### config.mk
export PLATFORM = sky130hd
export DESIGN_NAME = scd_top
export DESIGN_NICKNAME = d
export VERILOG_FILES = /design/src/core/scd_pkg.sv /design/src/core/scd_sync.sv /design/src/core/scd_idle.sv /design/src/core/scd_top.sv
export VERILOG_INCLUDE_DIRS = /design/src /design/src/core
export SDC_FILE = /design/constraint.sdc
export NUM_CORES = 1
export LEC_CHECK = 0
export BUFFER_PORTS_ARGS = -buffer_cell sky130_fd_sc_hd__clkbuf_2
export CAP_MARGIN = 25
export CORE_AREA = 4 4 180 182
export CTS_BUF_LIST = sky130_fd_sc_hd__clkbuf_16
export DETAILED_ROUTE_END_ITERATION = 8
export DIE_AREA = 0 0 184 186
export PLACE_DENSITY = 0.59
export SYNTH_ARGS = -nofsm -noshare
export SYNTH_HDL_FRONTEND = slang
export SYNTH_HIERARCHICAL = 1
export SYNTH_SLANG_ARGS = --single-unit
### constraint.sdc
create_clock -name pclk -period 7.7 [get_ports pclk]
set_input_delay 0.385 -clock pclk [delete_from_list [all_inputs] [get_ports pclk]]
set_output_delay 0.385 -clock pclk [all_outputs]
set_load 0.02 [all_outputs]
### src/core/scd_cfg.svh
`ifndef SCD_CFG_SVH
`define SCD_CFG_SVH

// APB register byte addresses
`define SCD_A_CTRL 8'h00
`define SCD_A_RES 8'h04
`define SCD_A_CUR 8'h08
`define SCD_A_STAT 8'h0c
`define SCD_A_POS 8'h10
`define SCD_A_CNT 8'h14

// Control register bit positions
`define SCD_B_MODE 0
`define SCD_B_EDGE 1
`define SCD_B_ENPOL 2
`define SCD_B_SWCFG 3

// Reset values and legal ranges
`define SCD_CTRL_RST 4'h0
`define SCD_RES_MIN 17'h000c8
`define SCD_RES_MAX 17'h19000
`define SCD_RES_RST 17'h000c8
`define SCD_CUR_MIN 7'h05
`define SCD_CUR_MAX 7'h53
`define SCD_CUR_RST 7'h20

// Idle current reduction, 60 percent as three fifths
`define SCD_IDLE_NUM 10'h003
`define SCD_IDLE_DEN 10'h005
`define SCD_IDLE_TIME_S 1
`define SCD_CLK_MHZ 250
`define SCD_IDLE_CYC (`SCD_IDLE_TIME_S * `SCD_CLK_MHZ * 1000000)

// Switch field positions
`define SCD_SW_RES_HI 7
`define SCD_SW_RES_LO 4
`define SCD_SW_STAND 3
`define SCD_SW_CUR_HI 2
`define SCD_SW_CUR_LO 0

`endif

### src/core/scd_pkg.sv
`default_nettype none
package scd_pkg;

  // Command decoding mode
  typedef enum logic {
    SCD_MODE_PULDIR = 1'b0,
    SCD_MODE_DBLPULSE = 1'b1
  } scd_mode_e;

  // Active edge of the pulse inputs
  typedef enum logic {
    SCD_EDGE_RISE = 1'b0,
    SCD_EDGE_FALL = 1'b1
  } scd_edge_e;

  typedef logic [16:0] scd_res_t;
  typedef logic [6:0] scd_cur_t;

  // Whole state of the decoder core
  typedef struct packed {
    logic [3:0] ctrl;
    scd_res_t res;
    scd_cur_t cur;
    logic stp_d;
    logic dir_d;
    logic step;
    logic ccw;
    logic en;
    scd_res_t pos;
    logic [31:0] cnt;
    scd_res_t res_o;
    scd_cur_t cur_o;
    logic [31:0] rdata;
    logic ctrl_seen;
  } scd_core_s;

  // Synchroniser state
  typedef struct packed {
    logic [10:0] s1;
    logic [10:0] s2;
  } scd_sync_s;

  // Idle timer state
  typedef struct packed {
    logic [27:0] cnt;
    logic idle;
  } scd_idle_s;

endpackage
`default_nettype wire

### src/core/scd_sync.sv
`timescale 1ns/10ps
`default_nettype none
module scd_sync
  import scd_pkg::*;
(
  input wire logic pclk,
  input wire logic presetn,
  input wire logic [10:0] async_in,
  output logic [10:0] sync_out
);

  scd_sync_s s_reg;
  scd_sync_s s_next;

  // Two flip-flop stages, first read only by second
  always_comb begin
    s_next = s_reg;
    s_next.s1 = async_in;
    s_next.s2 = s_reg.s1;
  end

  always_ff @(posedge pclk or negedge presetn) begin
    if (!presetn) begin
      s_reg <= '0;
    end else begin
      s_reg <= s_next;
    end
  end

  assign sync_out = s_reg.s2;
endmodule
`default_nettype wire

### src/core/scd_idle.sv
`timescale 1ns/10ps
`default_nettype none
`include "scd_cfg.svh"
module scd_idle
  import scd_pkg::*;
#(
  parameter int unsigned IDLE_CYCLES = `SCD_IDLE_CYC
)
(
  input wire logic pclk,
  input wire logic presetn,
  input wire logic activity,
  output logic idle
);

  scd_idle_s s_reg;
  scd_idle_s s_next;

  // Quiet time counter, restarted by every step pulse
  always_comb begin
    s_next = s_reg;
    if (activity) begin
      s_next.cnt = '0;
      s_next.idle = 1'b0;
    end else if (s_reg.cnt == 28'(IDLE_CYCLES - 1)) begin
      s_next.idle = 1'b1;
    end else begin
      s_next.cnt = s_reg.cnt + 28'h0000001;
    end
  end

  always_ff @(posedge pclk or negedge presetn) begin
    if (!presetn) begin
      s_reg <= '0;
    end else begin
      s_reg <= s_next;
    end
  end

  assign idle = s_reg.idle;
endmodule
`default_nettype wire

### src/core/scd_top.sv
// The APB register port and the register offsets were decided locally.
`timescale 1ns/10ps
`default_nettype none
`include "scd_cfg.svh"

// How it works
// - Pulse/direction mode steps once per active step edge, rising or falling.
// - Double-pulse mode takes step input edges as clockwise steps.
// - Pulse/direction mode takes direction level as rotation direction.
// - Double-pulse mode takes direction input edges as counter-clockwise steps.
// - Enable level gates steps; polarity selectable; by default a low input means disabled.
// - Reset defaults are pulse/direction mode with rising active edge.
// - Resolution is held within 200 to 102400 steps per revolution.
// - Running current is held within 0.5A to 8.3A.
// - Outside software mode the switch sets resolution and current.
// - Exactly three command inputs: step, direction, enable, driven outside.
// - After one second without pulses current drops to sixty percent, or to half if the switch sets it and the standstill switch is off.
// - Upper four switches select resolution; all on keeps software value.
module scd_top
  import scd_pkg::*;
#(
  parameter int unsigned IDLE_CYCLES = `SCD_IDLE_CYC
)
(
  input wire logic pclk,
  input wire logic presetn,
  input wire logic psel,
  input wire logic penable,
  input wire logic pwrite,
  input wire logic [7:0] paddr,
  input wire logic [31:0] pwdata,
  output logic [31:0] prdata,
  output logic pready,
  output logic pslverr,
  input wire logic step_pulse_in,
  input wire logic direction_in,
  input wire logic drive_enable_in,
  input wire logic [7:0] dip_switch_in,
  output logic step_out,
  output logic step_ccw_out,
  output logic drive_en_out,
  output logic [16:0] res_out,
  output logic [16:0] micro_pos_out,
  output logic [6:0] cur_out,
  output logic idle_out
);

  scd_core_s s_reg;
  scd_core_s s_next;

  logic [10:0] sync_q;
  logic stp_s;
  logic dir_s;
  logic en_pin_s;
  logic [7:0] sw_s;
  logic idle;

  // Switch lookup: off-pattern of the upper four switches
  function automatic scd_res_t sw_res_lut(input logic [3:0] idx);
    scd_res_t r;
    r = `SCD_RES_RST;
    case (idx)
      4'h1: r = 17'h00190;
      4'h2: r = 17'h00320;
      4'h3: r = 17'h00640;
      4'h4: r = 17'h00c80;
      4'h5: r = 17'h01900;
      4'h6: r = 17'h03200;
      4'h7: r = 17'h06400;
      4'h8: r = 17'h003e8;
      4'h9: r = 17'h007d0;
      4'ha: r = 17'h00fa0;
      4'hb: r = 17'h01388;
      4'hc: r = 17'h01f40;
      4'hd: r = 17'h02710;
      4'he: r = 17'h04e20;
      4'hf: r = 17'h061a8;
      default: r = `SCD_RES_RST;
    endcase
    return r;
  endfunction

  // Switch lookup: peak current in tenths of an ampere
  function automatic scd_cur_t sw_cur_lut(input logic [2:0] idx);
    scd_cur_t c;
    c = `SCD_CUR_RST;
    case (idx)
      3'h1: c = 7'h20;
      3'h2: c = 7'h28;
      3'h3: c = 7'h31;
      3'h4: c = 7'h39;
      3'h5: c = 7'h40;
      3'h6: c = 7'h49;
      3'h7: c = 7'h53;
      default: c = `SCD_CUR_RST;
    endcase
    return c;
  endfunction

  // Pins into the clock domain, command inputs and switches alike
  scd_sync u_sync (
    .pclk(pclk),
    .presetn(presetn),
    .async_in({dip_switch_in, drive_enable_in, direction_in,
               step_pulse_in}),
    .sync_out(sync_q)
  );

  assign stp_s = sync_q[0];
  assign dir_s = sync_q[1];
  assign en_pin_s = sync_q[2];
  assign sw_s = sync_q[10:3];

  // Configuration fields
  logic dbl_mode;
  logic fall_edge;
  logic use_sw;
  assign dbl_mode = s_reg.ctrl[`SCD_B_MODE] == SCD_MODE_DBLPULSE;
  assign fall_edge = s_reg.ctrl[`SCD_B_EDGE] == SCD_EDGE_FALL;
  assign use_sw = !s_reg.ctrl[`SCD_B_SWCFG];

  // Active edge detection on synchronised inputs
  logic stp_act;
  logic dir_act;
  assign stp_act = fall_edge ? (s_reg.stp_d & ~stp_s)
                             : (stp_s & ~s_reg.stp_d);
  assign dir_act = fall_edge ? (s_reg.dir_d & ~dir_s)
                             : (dir_s & ~s_reg.dir_d);

  // Enable level with selectable polarity
  logic enabled;
  assign enabled = s_reg.ctrl[`SCD_B_ENPOL] ? !en_pin_s : en_pin_s;

  // Step decode per mode
  logic step_ev;
  logic ccw_ev;
  always_comb begin
    if (dbl_mode) begin
      step_ev = enabled & (stp_act ^ dir_act);
      ccw_ev = dir_act & ~stp_act;
    end else begin
      step_ev = enabled & stp_act;
      ccw_ev = dir_s;
    end
  end

  // Pulse activity for the idle timer, enabled or not
  logic activity;
  assign activity = stp_act | (dbl_mode & dir_act);

  scd_idle #(
    .IDLE_CYCLES(IDLE_CYCLES)
  ) u_idle (
    .pclk(pclk),
    .presetn(presetn),
    .activity(activity),
    .idle(idle)
  );

  // Resolution and current in force
  logic [3:0] sw_res_idx;
  logic [2:0] sw_cur_idx;
  scd_res_t eff_res;
  scd_cur_t eff_cur;
  scd_cur_t idle_cur;
  logic [9:0] cur_prod;
  assign sw_res_idx = ~sw_s[`SCD_SW_RES_HI:`SCD_SW_RES_LO];
  assign sw_cur_idx = sw_s[`SCD_SW_CUR_HI:`SCD_SW_CUR_LO];
  assign eff_res = (use_sw && sw_res_idx != 4'h0)
                 ? sw_res_lut(sw_res_idx) : s_reg.res;
  assign eff_cur = (use_sw && sw_cur_idx != 3'h0)
                 ? sw_cur_lut(sw_cur_idx) : s_reg.cur;
  assign cur_prod = ({3'h0, eff_cur} * `SCD_IDLE_NUM) / `SCD_IDLE_DEN;

  // Standstill: half outside software mode with the standstill switch off, else sixty percent
  always_comb begin
    if (use_sw && !sw_s[`SCD_SW_STAND]) begin
      idle_cur = eff_cur >> 1;
    end else begin
      idle_cur = cur_prod[6:0];
    end
  end

  // APB decode
  logic setup;
  logic access;
  logic addr_ok;
  logic wr;
  assign setup = psel & ~penable;
  assign access = psel & penable;
  always_comb begin
    case (paddr)
      `SCD_A_CTRL, `SCD_A_RES, `SCD_A_CUR,
      `SCD_A_STAT, `SCD_A_POS, `SCD_A_CNT: addr_ok = 1'b1;
      default: addr_ok = 1'b0;
    endcase
  end
  assign wr = access & pwrite & addr_ok;

  // Written values held in their legal ranges
  scd_res_t wres;
  scd_cur_t wcur;
  always_comb begin
    if (pwdata[31:17] != 15'h0000 || pwdata[16:0] > `SCD_RES_MAX) begin
      wres = `SCD_RES_MAX;
    end else if (pwdata[16:0] < `SCD_RES_MIN) begin
      wres = `SCD_RES_MIN;
    end else begin
      wres = pwdata[16:0];
    end
    if (pwdata[31:7] != 25'h0000000 || pwdata[6:0] > `SCD_CUR_MAX) begin
      wcur = `SCD_CUR_MAX;
    end else if (pwdata[6:0] < `SCD_CUR_MIN) begin
      wcur = `SCD_CUR_MIN;
    end else begin
      wcur = pwdata[6:0];
    end
  end

  // Next state
  always_comb begin
    s_next = s_reg;
    s_next.stp_d = stp_s;
    s_next.dir_d = dir_s;
    s_next.step = step_ev;
    s_next.en = enabled;
    s_next.res_o = eff_res;
    s_next.cur_o = idle ? idle_cur : eff_cur;
    if (step_ev) begin
      s_next.ccw = ccw_ev;
    end
    // Microstep position wraps at the resolution in force
    if (step_ev && ccw_ev) begin
      s_next.pos = (s_reg.pos == 17'h00000) ? eff_res - 17'h00001
                                             : s_reg.pos - 17'h00001;
      s_next.cnt = s_reg.cnt - 32'h00000001;
    end else if (step_ev) begin
      s_next.pos = (s_reg.pos >= eff_res - 17'h00001) ? 17'h00000
                                                       : s_reg.pos + 17'h00001;
      s_next.cnt = s_reg.cnt + 32'h00000001;
    end
    // Register writes at the access phase
    if (wr) begin
      case (paddr)
        `SCD_A_CTRL: begin
          s_next.ctrl = pwdata[3:0];
          s_next.ctrl_seen = 1'b1;
        end
        `SCD_A_RES: s_next.res = wres;
        `SCD_A_CUR: s_next.cur = wcur;
        default: s_next.ctrl = s_reg.ctrl;
      endcase
    end
    // Read data captured in the setup phase
    if (setup) begin
      case (paddr)
        `SCD_A_CTRL: s_next.rdata = {28'h0000000, s_reg.ctrl};
        `SCD_A_RES: s_next.rdata = {15'h0000, s_reg.res};
        `SCD_A_CUR: s_next.rdata = {25'h0000000, s_reg.cur};
        `SCD_A_STAT: s_next.rdata = {20'h00000, idle, s_reg.ccw,
                                     s_reg.en, use_sw, sw_s};
        `SCD_A_POS: s_next.rdata = {15'h0000, s_reg.pos};
        `SCD_A_CNT: s_next.rdata = s_reg.cnt;
        default: s_next.rdata = 32'h00000000;
      endcase
    end
  end

  // State register
  always_ff @(posedge pclk or negedge presetn) begin
    if (!presetn) begin
      s_reg <= '0;
      s_reg.ctrl <= `SCD_CTRL_RST;
      s_reg.res <= `SCD_RES_RST;
      s_reg.cur <= `SCD_CUR_RST;
      s_reg.res_o <= `SCD_RES_RST;
      s_reg.cur_o <= `SCD_CUR_RST;
    end else begin
      s_reg <= s_next;
    end
  end

  // Outputs
  assign prdata = s_reg.rdata;
  assign pready = 1'b1;
  assign pslverr = access & ~addr_ok;
  assign step_out = s_reg.step;
  assign step_ccw_out = s_reg.ccw;
  assign drive_en_out = s_reg.en;
  assign res_out = s_reg.res_o;
  assign micro_pos_out = s_reg.pos;
  assign cur_out = s_reg.cur_o;
  assign idle_out = idle;
endmodule
`default_nettype wire

Word-level counts from Yosys, hierarchy flattened
Memory sizes are Yosys's and may differ from the RTL's.
Index checks and enable logic that the tools add are counted.

storage, ports and cells
  register bits = 189
  memory bits (read-only) = 192
  output and inout port bits = 79
  logic and storage cells = 111
  memories kept = 1

cells by class
  add/sub/neg operators = 6
  multiply operators = 1
  divide/modulo/power cells = 1
  order comparisons = 5
  equality and inequality tests = 13
  multiplexer cells = 23
  bitwise gates (word level) = 23
  reductions and logical operators = 21

memories
  memory           words  bits a word  rd ports  clocked after memory_dff  write ports  RTL line       source
  (no name shown)  16     12           1         0                         0            scd_top.sv:62  case (idx)

operator list
  kind                     number
  $pmux W32 S6             1
  $mux W49                 2
  $mux W17                 5
  $pmux W7 S6              1
  $mux W7                  5
  $sub A17 B1 Y17 const B  2
  $add A32 B1 Y32 const B  1
  $sub A32 B1 Y32 const B  1
  $mux W29                 1
  $add A28 B1 Y28 const B  1
  $eq A28 B28 Y1 const B   1
  $mux W28                 1
  $reduce_bool A25 Y1      1
  $add A17 B1 Y17 const B  1
  $ge A17 B17 Y1           1
  $gt A17 B17 Y1 const B   1
  $logic_not A17 Y1        1
  $lt A17 B8 Y1 const B    1
  $eq A8 B4 Y1 const B     2
  $eq A8 B5 Y1 const B     2
  $reduce_bool A15 Y1      1
  $and A1 B1 Y1            13
  $eq A3 B3 Y1 const B     4
  $div A9 B3 Y10 const B   1
  20 further kinds         42

Longest topological paths before layout
  word-level depth = 9
  gate-level depth with buffers = 32
  gate-level depth less buffers = 29

Cells and area by module
Netlist, hierarchy kept.

modules (own cells, without submodules)
  module    instances  cells an instance  area an instance (um^2)  seq. area each (um^2)
  scd_top   1          1372               11335.9                  3463.3
  scd_idle  1          149                1531.5                   725.7
  scd_sync  1          22                 550.5                    550.5

Worst setup path after synthesis
No wires, ideal clock.

  path type = register to register
  start = register s_reg[138] (netlist name)
  end = register s_reg, in the netlist cur_out[0]
  data arrival time = 6.456 ns
  data required time = 7.571 ns
  slack = 1.115 ns
  stages on the path, launching flop included = 29
  buffers on the path = 3
  clock period less this slack = 6.585 ns
  cells stage by stage = dfrtp_1 buf_2 nand2b_1 o31ai_1 ha_1 inv_1 fa_1 nand2b_1 a211o_1 and3_1 nor2_1 nand2_1 ha_1 clkbuf_1 maj3_2 mux2_2 a21oi_1 or2_2 clkbuf_1 o221ai_1 a21oi_1 xnor2_1 ha_1 a221oi_1 a31oi_1 nor4_1 xnor2_1 o41ai_2 a21oi_1

RTL lines
  element                 RTL line        source
  from (decl)             scd_top.sv:48   scd_core_s s_reg;
  from (signal assigned)  scd_top.sv:279  s_reg <= s_next;

==> results.toml <==
[run_status]
run_status = "complete, no violations"

[detailed_routing]
drtAntennaViolNets = 0
num_vias = 11500
wl_um = 37200
wl_per_cell_um = 18.8
vias_per_cell = 5.79
drc = 0
drt-initial-drc-count = 695
drt_pass1_iterations = 5

[die]
start_util_pct = 43.9
core_area_um2 = 30600
dieArea_um2 = 34200
ioPinCount = 135
die_w_um = 184
die_y_um = 186
num_rows = 64

[cells_and_area]
final_area_um2 = 14500
drive_gt1_share_pct = 16.4
largest_reg_flops = 60
multi_input_area_um2 = 7650
seq_area_um2 = 4740
nFillCells = 2994
antennaDiodeCount = 0
nets = 1698
area_growth_pct = 8.12

[pwr]
ir_drop_v = 0.000194
p_int_mw = 2.15
power_leakage_nw = 6.62
total_power_mw = 3.63
pwr-share-clk_pct = 24.2
p_switching_mw = 1.49
sw_frac_of_total_pct = 40.9
combinationalPowerShare_pct = 39.4
p_seq_share_pct = 36.4
power_per_cell_area_nw_per_um2 = 251

[worst_setup_path]
cp.arrival_ps = 7380
startpoint_type = "flip-flop"
setup.worst_path.class = "flip-flop to flip-flop"
cp_max_fo = 13
crit_path_end_kind = "flip-flop"
required_ps = 8040

[placed_design]
gp_congestion = 0.865
dp_slack_ps = 272
dp_hpwl_um = 27700
place_area_um2 = 13900
numPortBuffers = 133

[sta]
setup_viol = 0
final.period_utilization_pct = 91.4
max_freq_mhz = 142
tightest_slew_ps = 1000
rsz0062_at_grt = "false"
fin_setup_tns_ps = 0
whs_ps = 33.9
hold_viol = 0
maxSlewViolCount = 0
fin_ws_ps = 659
fin_crit_ps = 7040
fin_worst_skew_ps = 15.6
slew_headroom_pct = 32.7

[global_routing]
track_usage_pct = 21.8
use_met1_pct = 31.7
grt_use_met3_pct = 3.71
top_usage_layer = "met2"
grt-ovfl-total = 0
grt_pass1_wl_um = 59800
grt_pass1_vias = 10800
met2_usage_pct = 33.3
grt_max_degree = 77
grt_antenna_before_repair = 0

[clock_tree]
clock-sinks = 189
cts_max_level = 4
cts-root-buf = "clkbuf_16"
cts_tree = "built"
insertion_delay_ps = 460
cts_buffers = 17
cts_max_path_buffers = 2
clk_pin_slew_ps = 80

[yosys]
ys_seq_area_share_pct = 35.3
synth_cell_types = 99
ys_async_sr_fraction_pct = 100
synth_nets = 1672
yosys_warnings = 6
netlist_instances = 1543
ys_ff_latch = 189
synth_edf_count = 0
synthFlopType = "dfrtp_1"
postSynthAreaPerCell_um2 = 8.70
syn_area_um2 = 13400

[worst_hold_path]
min_path_type = "input port to flip-flop"

[job]
drv_cap = 0
## Yosys cell counts, types with 20 or more instances
library cell,n,share of area (%)
dfrtp_1,181,34
a22o_1,23,1.5
a221oi_1,20,1.3
nand4_1,22,1.0
o21ai_0,131,4.9
nand2_1,190,5.3
a21oi_1,80,3.0
xnor2_1,51,3.3
buf_4,76,4.3
nor3_1,32,1.2
a31oi_1,20,0.93
nand3_1,30,1.1
inv_1,60,1.7
xor2_1,37,2.4
ha_1,71,6.6
clkbuf_1,54,1.5
nor2_1,106,3.0
## path summary, 6_finish.rpt
path                                   from                 end  slack, ps  depth (start not counted)
min in group asynchronous           presetn  u_sync/sync_out[0]        480                          2
hold reg to reg            u_sync/s_next[9]  u_sync/sync_out[9]        340                          0
setup / recovery                 s_reg[138]          cur_out[0]        660                         27
max in group asynchronous           presetn           prdata[4]       5920                          3
setup reg to reg                 s_reg[138]          cur_out[0]        660                         27
hold / removal             dip_switch_in[6]    u_sync/s_next[9]         30                          1
## power by group through the flow
stage,combinational (mW),sequential (mW),clock [mW]
after floorplan,1.19,1.24,0
after global placement,1.37,1.34,0
after detailed placement,1.38,1.34,0
after CTS,1.39,1.32,0.903
after global routing,1.60,1.34,0.936
final,1.43,1.32,0.879
## cell type report
| cell class | count | area share [%] |
|---|---|---|
| multi-input combinational | 1147 | 52.7 |
| sequential | 189 | 32.7 |
| timing repair buffer | 153 | 5.73 |
| tap | 396 | 3.42 |
| clock buffer | 17 | 2.93 |
| inverter | 61 | 1.58 |
| clock inverter | 15 | 0.957 |
## cell usage in the layout (no fill, tap or decap), types with 7 or more instances in the layout
cell type  instances
nand2_1          190
dfrtp_1          181
clkbuf_2         132
o21ai_0          131
nor2_1           104
a21oi_1           78
ha_1              69
inv_1             61
xnor2_1           49
xor2_1            37
nor3_1            31
nand3_1           30
a22o_1            23
nand4_1           22
a221oi_1          20
a31oi_1           20
mux2_2            19
and3_1            19
buf_4             18
nand2b_1          17
clkbuf_16         17
nor2b_1           16
a21o_1            16
a211oi_1          14
o22ai_1           13
and2_1            13
o211ai_1          12
o21a_1            12
nor4_1            11
o31ai_1            8
or2_2              8
a22oi_1            8
dfstp_2            8
mux2i_1            7
o2bb2ai_1          7
## worst max-delay path, stage by stage, from the launching register on
cell	delay, ps
dfrtp_1	380
nand2b_1	230
o31ai_2	450
ha_1	290
inv_1	60
fa_1	420
nand2b_1	190
a211o_1	310
and3_1	190
nor2_1	280
nand2_1	100
ha_2	280
inv_1	160
xnor2_2	140
a32o_1	270
a211oi_1	390
nand3_1	360
nor2_1	380
a311oi_2	210
a21oi_2	300
xnor2_1	150
ha_1	240
a221oi_1	300
a31oi_1	100
nor4_1	320
xnor2_1	130
o41ai_2	200
a21oi_1	100
## metal layers
metal  wire (µm)  share of wire, %
met3        2090               5.6
met2       16500                44
met5           0                 0
met4         819               2.2
met1       17800                48
## what timing repair did
action	in CTS	in global routing
resized for setup	0	12
setup endpoints to repair	0	1
hold endpoints to repair	55	0
buffers inserted	0	0
hold buffers	1	0
## metrics by stage
stage / std cells / util (%)
5_1_grt: 1978 / 47.4
3_3_place_gp: 1943 / 45.3
3_5_place_dp: 1943 / 45.3
4_1_cts: 1976 / 47.2
2_1_floorplan: 1543 / -
6_report: 1978 / 47.4
## kinds of logic after synthesis
family                   count (synthesis)  share of synthesized area (%)
adder cells (fa/ha/maj)                 75                           7.08
AND/OR/NAND/NOR                        503                           18.3
XOR/XNOR                                88                           5.74
AO/OA/AOI/OAI                          449                           22.6
multiplexers                            31                           2.73
buffers and inverters                  207                           8.21
other                                    1                         0.0279
flip-flops                             189                           35.3
(Power assumes the default switching activity.)
